===== config.mk =====
export PLATFORM = sky130hd
export DESIGN_NAME = pse_pushbutton_channel_commands
export DESIGN_NICKNAME = d
export VERILOG_FILES = /design/src/pse_cmd_pkg.sv /design/src/pse_pushbutton_channel_commands.sv
export VERILOG_INCLUDE_DIRS = /design/src
export SDC_FILE = /design/constraint.sdc
export NUM_CORES = 1
export LEC_CHECK = 0
export BUFFER_PORTS_ARGS = -buffer_cell sky130_fd_sc_hd__buf_4
export CAP_MARGIN = 5
export CORE_ASPECT_RATIO = 1.2
export CORE_UTILIZATION = 40
export CTS_BUF_LIST = sky130_fd_sc_hd__clkbuf_8
export DETAILED_ROUTE_END_ITERATION = 10
export HOLD_SLACK_MARGIN = 0.05
export PLACE_DENSITY_LB_ADDON = 0.3
export SYNTH_ARGS = -nofsm -noshare
export SYNTH_HDL_FRONTEND = slang
export SYNTH_SLANG_ARGS = --single-unit

===== constraint.sdc =====
create_clock -name mclk_in -period 1.8 [get_ports mclk_in]
set_clock_uncertainty 0.2 [all_clocks]
set_input_delay 0.36 -clock mclk_in [delete_from_list [all_inputs] [get_ports mclk_in]]
set_output_delay 0.36 -clock mclk_in [all_outputs]
set_load 0.1 [all_outputs]

===== src/pse_cmd_defines.svh =====
/*
  constants for the push-button command block: command codes, field
  positions, class limits and fault code.
  assumes it is included by bare name from the design.
*/
`ifndef PSE_CMD_DEFINES_SVH
`define PSE_CMD_DEFINES_SVH

// ----------------------------------------------------------------------
// command codes
// ----------------------------------------------------------------------
`define CODE_RESTART_CMD 8'h18
`define CODE_POWER_CMD 8'h19
`define READ_VALUE_CMD 8'h00

// ----------------------------------------------------------------------
// field positions
// ----------------------------------------------------------------------
`define ON_BITS_LSB 0
`define OFF_BITS_LSB 4
`define DET_BITS_LSB 0
`define CLS_BITS_LSB 4

// ----------------------------------------------------------------------
// class limit and fault code
// ----------------------------------------------------------------------
`define SINGLE_PAIR_MAX_CLASS 4'h4
`define INSUFFICIENT_POWER_CODE 4'h1

`endif


===== src/pse_cmd_pkg.sv =====
/*
  types for the push-button command block.
  assumes nothing beyond the defines header.
*/
package pse_cmd_pkg;

  // ----------------------------------------------------------------------
  // operating modes
  // ----------------------------------------------------------------------
  typedef enum logic [1:0] {
    MODE_OFF = 2'b00,
    MODE_MANUAL = 2'b01,
    MODE_SEMI = 2'b10,
    MODE_AUTO = 2'b11
  } mode_t;

endpackage : pse_cmd_pkg


===== src/pse_pushbutton_channel_commands.sv =====
/*
  push-button restart and power commands for one group of four channels.
  assumes decoded register writes and reads arrive as one-cycle strobes
  synchronous to mclk_in, and channel state comes from the channel logic.
*/
// Functional notes
// - restart code takes one byte; a one launches, a zero does nothing
// - restart bits 7-4 restart class, bits 3-0 restart detection
// - manual runs one cycle; semi auto sets the channel enable bit
// - reading the restart command register always returns zero
// - restart during cool-down is kept and acted on afterwards
// - 4-pair port in semi or auto needs both channel bits set
// - power code byte turns channels on or off except in off mode
// - power bits 7-4 turn channels off, bits 3-0 turn them on
// - off and on together on one channel turns it off
// - turn-on during cool-down or disconnect is dropped
// - semi auto with both enables allows a single channel turn-on
// - single signature class 5-8 single turn-on gives start fault
// - class 4 or lower single turn-on powers only that pair set, except in auto where it does nothing
// - secondary of powered single signature turns on at once
// - dual signature second channel uses partner class and allocation
// - manual turn-on powers the channel at once
// - semi auto turn-on tries once; invalid result is not retried
// - turn-off disables at once and clears only that channel
// - semi auto with both enables waits for next cycle, auto does nothing, else one full cycle
`include "pse_cmd_defines.svh"

module pse_pushbutton_channel_commands
  import pse_cmd_pkg::*;
#(
  parameter int NUM_CH = 4
) (
  input wire logic mclk_in,
  input wire logic reset_n_in,
  input wire logic wr_strobe_in,
  input wire logic rd_strobe_in,
  input wire logic [7:0] cmd_code_in,
  input wire logic [7:0] wr_data_in,
  input wire logic [2*NUM_CH-1:0] ch_mode_in,
  input wire logic [NUM_CH-1:0] cooldown_in,
  input wire logic [NUM_CH-1:0] disconnect_in,
  input wire logic [NUM_CH/2-1:0] four_pair_in,
  input wire logic [NUM_CH/2-1:0] single_sig_in,
  input wire logic [NUM_CH-1:0] powered_in,
  input wire logic [NUM_CH-1:0] det_enable_in,
  input wire logic [NUM_CH-1:0] cls_enable_in,
  input wire logic [4*NUM_CH-1:0] assigned_class_in,
  input wire logic [7:0] power_alloc_in,
  output logic [7:0] rd_data_out,
  output logic rd_valid_out,
  output logic [NUM_CH-1:0] detect_cycle_out,
  output logic [NUM_CH-1:0] class_cycle_out,
  output logic [NUM_CH-1:0] det_enable_set_out,
  output logic [NUM_CH-1:0] cls_enable_set_out,
  output logic [NUM_CH-1:0] power_on_now_out,
  output logic [NUM_CH-1:0] attempt_full_out,
  output logic [NUM_CH-1:0] attempt_after_out,
  output logic [NUM_CH-1:0] attempt_inherit_out,
  output logic [NUM_CH-1:0] power_off_out,
  output logic [NUM_CH-1:0] clear_fields_out,
  output logic [NUM_CH-1:0] start_fault_flag_out,
  output logic [3:0] fault_code_out,
  output logic [7:0] alloc_snapshot_out
);

  // ----------------------------------------------------------------------
  // helpers
  // ----------------------------------------------------------------------
  function automatic mode_t mode_of(input logic [2*NUM_CH-1:0] m,
                                    input int ch);
    mode_of = mode_t'(m[2*ch +: 2]);
  endfunction : mode_of

  function automatic int partner_of(input int ch);
    partner_of = ch ^ 1;
  endfunction : partner_of

  // ----------------------------------------------------------------------
  // state
  // ----------------------------------------------------------------------
  logic [NUM_CH-1:0] pend_det_r, pend_det_nxt;
  logic [NUM_CH-1:0] pend_cls_r, pend_cls_nxt;
  logic [7:0] rd_data_nxt;
  logic rd_valid_nxt;
  logic [NUM_CH-1:0] det_cyc_nxt, cls_cyc_nxt, det_set_nxt, cls_set_nxt;
  logic [NUM_CH-1:0] on_now_nxt, att_full_nxt, att_after_nxt;
  logic [NUM_CH-1:0] att_inh_nxt, off_nxt, clr_nxt, start_fault_flag_nxt;
  logic [3:0] fault_code_nxt;
  logic [7:0] alloc_nxt;
  logic restart_wr, power_wr;

  assign restart_wr = wr_strobe_in && (cmd_code_in == `CODE_RESTART_CMD);
  assign power_wr = wr_strobe_in && (cmd_code_in == `CODE_POWER_CMD);

  // ----------------------------------------------------------------------
  // next-state logic
  // ----------------------------------------------------------------------
  always_comb begin
    int p;
    logic fp, ss, onb, offb, onb_p, rel_det, rel_cls;
    mode_t md;
    p = 0;
    fp = 1'b0;
    ss = 1'b0;
    onb = 1'b0;
    offb = 1'b0;
    onb_p = 1'b0;
    rel_det = 1'b0;
    rel_cls = 1'b0;
    md = MODE_OFF;
    pend_det_nxt = pend_det_r;
    pend_cls_nxt = pend_cls_r;
    rd_data_nxt = `READ_VALUE_CMD;
    rd_valid_nxt = rd_strobe_in;
    det_cyc_nxt = '0;
    cls_cyc_nxt = '0;
    det_set_nxt = '0;
    cls_set_nxt = '0;
    on_now_nxt = '0;
    att_full_nxt = '0;
    att_after_nxt = '0;
    att_inh_nxt = '0;
    off_nxt = '0;
    clr_nxt = '0;
    start_fault_flag_nxt = '0;
    fault_code_nxt = fault_code_out;
    alloc_nxt = alloc_snapshot_out;
    for (int i = 0; i < NUM_CH; i++) begin
      p = partner_of(i);
      md = mode_of(ch_mode_in, i);
      fp = four_pair_in[i/2];
      ss = single_sig_in[i/2];
      // release held restarts once cool-down ends
      if (!cooldown_in[i]) begin
        if (md == MODE_MANUAL) begin
          rel_det = pend_det_r[i];
          rel_cls = pend_cls_r[i];
          det_cyc_nxt[i] = rel_det;
          cls_cyc_nxt[i] = rel_cls;
        end else if (md != MODE_OFF) begin
          rel_det = pend_det_r[i] && (!fp || (pend_det_r[p] &&
                    !cooldown_in[p]));
          rel_cls = pend_cls_r[i] && (!fp || (pend_cls_r[p] &&
                    !cooldown_in[p]));
          det_set_nxt[i] = rel_det;
          cls_set_nxt[i] = rel_cls;
        end else begin
          rel_det = pend_det_r[i];
          rel_cls = pend_cls_r[i];
        end
      end else begin
        rel_det = 1'b0;
        rel_cls = 1'b0;
      end
      // a one launches, new request wins over release
      pend_det_nxt[i] = (pend_det_r[i] && !rel_det) ||
                        (restart_wr && wr_data_in[`DET_BITS_LSB + i]);
      pend_cls_nxt[i] = (pend_cls_r[i] && !rel_cls) ||
                        (restart_wr && wr_data_in[`CLS_BITS_LSB + i]);
      onb = wr_data_in[`ON_BITS_LSB + i];
      offb = wr_data_in[`OFF_BITS_LSB + i];
      onb_p = wr_data_in[`ON_BITS_LSB + p];
      // power byte ignored in off mode
      if (power_wr && md != MODE_OFF) begin
        if (offb) begin
          // off wins; disable and clear this channel only
          off_nxt[i] = 1'b1;
          clr_nxt[i] = 1'b1;
          pend_det_nxt[i] = 1'b0;
          pend_cls_nxt[i] = 1'b0;
        end else if (onb && !cooldown_in[i] && !disconnect_in[i]) begin
          alloc_nxt = power_alloc_in;
          if (md == MODE_MANUAL) begin
            on_now_nxt[i] = 1'b1;
          end else if (fp && ss && powered_in[p]) begin
            on_now_nxt[i] = 1'b1;
          end else if (fp && ss && !onb_p && assigned_class_in[4*i +: 4] >
                       `SINGLE_PAIR_MAX_CLASS) begin
            start_fault_flag_nxt[i] = 1'b1;
            fault_code_nxt = `INSUFFICIENT_POWER_CODE;
          end else if (fp && !ss && powered_in[p]) begin
            att_inh_nxt[i] = 1'b1;
          end else if (md == MODE_AUTO && (fp && !onb_p)) begin
            att_full_nxt[i] = 1'b0;
          end else if (det_enable_in[i] && cls_enable_in[i]) begin
            // semi auto waits for the next detect and class cycle; auto does nothing
            att_after_nxt[i] = (md == MODE_SEMI);
          end else begin
            // one full attempt on this pair set only
            att_full_nxt[i] = 1'b1;
          end
        end
        // cool-down or disconnect drops the turn-on
      end
      if (md == MODE_OFF) begin
        pend_det_nxt[i] = 1'b0;
        pend_cls_nxt[i] = 1'b0;
      end
    end
  end

  // ----------------------------------------------------------------------
  // registers
  // ----------------------------------------------------------------------
  always_ff @(posedge mclk_in or negedge reset_n_in) begin
    if (!reset_n_in) begin
      pend_det_r <= '0;
      pend_cls_r <= '0;
      rd_data_out <= 8'h00;
      rd_valid_out <= 1'b0;
      detect_cycle_out <= '0;
      class_cycle_out <= '0;
      det_enable_set_out <= '0;
      cls_enable_set_out <= '0;
      power_on_now_out <= '0;
      attempt_full_out <= '0;
      attempt_after_out <= '0;
      attempt_inherit_out <= '0;
      power_off_out <= '0;
      clear_fields_out <= '0;
      start_fault_flag_out <= '0;
      fault_code_out <= 4'h0;
      alloc_snapshot_out <= 8'h00;
    end else begin
      pend_det_r <= pend_det_nxt;
      pend_cls_r <= pend_cls_nxt;
      rd_data_out <= rd_data_nxt;
      rd_valid_out <= rd_valid_nxt;
      detect_cycle_out <= det_cyc_nxt;
      class_cycle_out <= cls_cyc_nxt;
      det_enable_set_out <= det_set_nxt;
      cls_enable_set_out <= cls_set_nxt;
      power_on_now_out <= on_now_nxt;
      attempt_full_out <= att_full_nxt;
      attempt_after_out <= att_after_nxt;
      attempt_inherit_out <= att_inh_nxt;
      power_off_out <= off_nxt;
      clear_fields_out <= clr_nxt;
      start_fault_flag_out <= start_fault_flag_nxt;
      fault_code_out <= fault_code_nxt;
      alloc_snapshot_out <= alloc_nxt;
    end
  end

  logic manual0, off0;
  assign manual0 = mode_of(ch_mode_in, 0) == MODE_MANUAL;
  assign off0 = mode_of(ch_mode_in, 0) == MODE_OFF;
endmodule : pse_pushbutton_channel_commands


==> reports/metrics.cfg <==
[logic_synthesis]
async_flop_share_pct = 100
ys_warn_count = 0
ys_ff_latch = 61
synth_edf_count = 0
ys_seq_area_share_pct = 53.6
synth_top_cell_by_area = dfrtp_1
yosys_most_used_dff = dfrtp_1
yosysTopAreaCellShare_pct = 53.6
netlist_instances = 274
synth.distinct_cells = 39
synthesis.area_mm2 = 0.00285
synth_top_cells_by_area = dfrtp_1, mux2_2, nand2_1, nand2b_1, nor2_1
syn_area_per_cell_um2 = 10.4

[critical_path]
critPathMaxStageDelay_ns = 0.50
start_kind = primary input
r2r-start = pend_det_r[3]
crit_slowest_cell = or4_4
rr_worst_depth = 5
rrSetupSlack_ns = 0.29
worstSetupEndpointType = flip-flop
cp_max_fo = 4
critPathArrivalTime_ns = 1.81
path_class = in -> reg
path_cells = buf_4 > or3b_4 > or4_4 > nor3_4 > nor4_2 > and2_1
rr_endpoint = pend_det_r[2]
crit_required_ns = 1.82

[grt]
grt_max_degree = 62
grt_pass1_wl_um = 13000
grt_use_total_pct = 23.3
antenna_found_initial = 0
grt_pass1_vias = 2726
grt-ovfl-total = 0

[timing]
final_hold_viol_count = 0
clock.fmax_ghz = 0.559
post-route-period-util_pct = 99.4
slew_viol_final = 0
min_period_ns = 1.79
setup_viol_count_final = 0
setup_ws_ns = 0.0116
rsz0062_at_grt = false

[final_layout]
multi_input_area_mm2 = 0.00125
area_delta_synth_final_pct = 60.6
seq_area_mm2 = 0.00153
finalInstanceArea_mm2 = 0.00457
finalNonFillerCells = 553
fin_nets = 537
layout-drive-gt1-share_pct = 47.6
final_util_pct = 66.7
antenna_cells = 0
n_fill_cell = 569

[worst_hold_path]
min_path_cells = 2
hold_path_end = alloc_snapshot_out[1]
hold_class = in -> reg
min-delay-start = power_alloc_in[1]

[floorplan]
dieArea_mm2 = 0.00746
io_pins = 141
core_area_mm2 = 0.00685
die_w_um = 79.0
die_y_um = 94.4
rows = 33
start_util_pct = 41.5

[placement]
placedCellCount = 527
place.gp.congestion = 0.872
dp_hpwl_um = 6450
place_area_mm2 = 0.00424
post-place-ws_ns = -0.340
port_buffers = 132

[pwr]
leakage_nw = 2.34
p_per_area_mw_per_mm2 = 681
total_power_mw = 3.11
peakVddDrop_v = 0.000492

[clock_network]
cts_tree = done
htree_levels = 3
clockRootBuffer = clkbuf_8
path_clk_slew_ns = 0.07
cts_buffer_depth = 2
cts_buffers = 9
clkLatencyLatePin_ns = 0.33
cts.sinks = 61

[run_status]
status = completed

[routing]
vias = 2775
drc = 0
drt_iter0_drc = 175
wl_um = 8500
viasPerCell = 5.02
routedWlPerCell_um = 15.4
final_antenna_net_count = 0
dr.pass1.iters = 4

[run]
cap_violations = 0

-- routing by layer --
layer | track usage (%) | vias to the layer above | part of all wire, %
met5 | 0 | - | 0
met4 | 9.24 | 0 | 2.5
met3 | 5.02 | 16 | 5.4
met2 | 41.5 | 124 | 53
met1 | 27.1 | 1312 | 39
li1 | - | 1323 | -
-- how the worst max path moves through the flow --
stage                            endpoint  slack [ns]        startpoint
finish                  fault_code_out[1]        0.01  disconnect_in[2]
global route            fault_code_out[1]       0.009  disconnect_in[2]
CTS                 alloc_snapshot_out[1]        0.02  disconnect_in[2]
detailed placement  alloc_snapshot_out[1]       -0.34  disconnect_in[2]
global placement    alloc_snapshot_out[7]       -0.31  disconnect_in[2]
floorplan               fault_code_out[1]       -0.13  disconnect_in[2]
-- sequential cells by signal, summed over array words and instances (netlist names), 4 cells and up --
signal,count
attempt_inherit_out,4
class_cycle_out,4
clear_fields_out,4
start_fault_flag_out,4
fault_code_out,4
detect_cycle_out,4
det_enable_set_out,4
alloc_snapshot_out,8
pend_cls_r,4
attempt_full_out,4
cls_enable_set_out,4
pend_det_r,4
power_on_now_out,4
attempt_after_out,4
-- cells by family after synthesis --
group	share of synthesized area (%)
AOI/OAI and AO/OA	9.45
other	0.132
muxes	4.75
and+or+nand+nor	27.5
DFF	53.6
buffers and inverters	4.57
-- layout by cell type, fill, tap and decap left out, types with 2 or more instances in the layout --
master / n
buf_4: 176
dfrtp_1: 57
nand2_1: 29
nor2_1: 26
a21oi_1: 18
nand2b_1: 16
and3_1: 14
o21ai_0: 12
mux2_2: 12
clkbuf_8: 11
dlygate4sd3_1: 10
conb_1: 8
nor3b_1: 7
nor4b_1: 6
nand4_1: 5
nor2b_1: 5
o22a_1: 4
and2_1: 4
dfrtp_2: 4
nand4b_1: 3
inv_1: 3
a2111oi_0: 2
a211oi_1: 2
nand3_1: 2
nor3_1: 2
or3_1: 2
nor4_1: 2
o32ai_2: 2
clkinvlp_4: 2
buf_12: 2
-- critical path, delay by kind of cell --
family | cells | cell delay, ns
and+or+nand+nor | 5 | 1.34
buffers and inverters | 1 | 0.11
-- what timing repair did --
| action | CTS | global route |
|---|---|---|
| endpoints found under the hold margin | 70 | 0 |
| gates resized for setup | 0 | 4 |
| hold buffers | 10 | 0 |
| buffers inserted | 0 | 0 |
| endpoints found under the setup margin | 0 | 10 |
-- layout make-up --
| class | instances | share of cell area, % |
|---|---|---|
| inverter | 3 | 0.246 |
| sequential | 61 | 33.5 |
| tap | 87 | 2.38 |
| multi-input combinational | 198 | 27.3 |
| clock inverter | 5 | 1.29 |
| clock buffer | 11 | 3.31 |
| timing repair buffer | 188 | 32.0 |
-- synthesized netlist by cell type (2+ instances only) --
library cell / count
buf_2: 2
nor2_1: 26
and2_1: 4
nor3b_1: 7
a2111oi_0: 2
a21oi_1: 18
and3_1: 14
mux2_2: 12
nand3_1: 3
nand2b_1: 16
nand2_1: 29
nand4b_1: 3
nor2b_1: 5
o32ai_1: 2
inv_1: 3
o21ai_0: 12
clkbuf_1: 5
or3_1: 2
nand4_1: 5
nor4_1: 2
o22a_1: 4
dfrtp_1: 61
a211oi_1: 2
buf_4: 12
nor4b_1: 7
nor3_1: 3
-- where the power goes --
group	internal, mW	leakage [nW]	switching (mW)
sequential	1.37	0.843	0.00198
clock	0.714	0.102	0.541
combinational	0.218	1.40	0.264
total	2.31	2.34	0.807
-- through the flow --
| stage | hold WS, ns | setup TNS [ns] |
|---|---|---|
| final | 0.0673 | 0 |
| after global routing | 0.0529 | 0 |
| after CTS | 0.0586 | 0 |
| after detailed placement | 0.177 | -6.29 |
| after global placement | 0.174 | -5.70 |
| after floorplan | -0.136 | -0.772 |
Power figures use the tool's default switching activity.
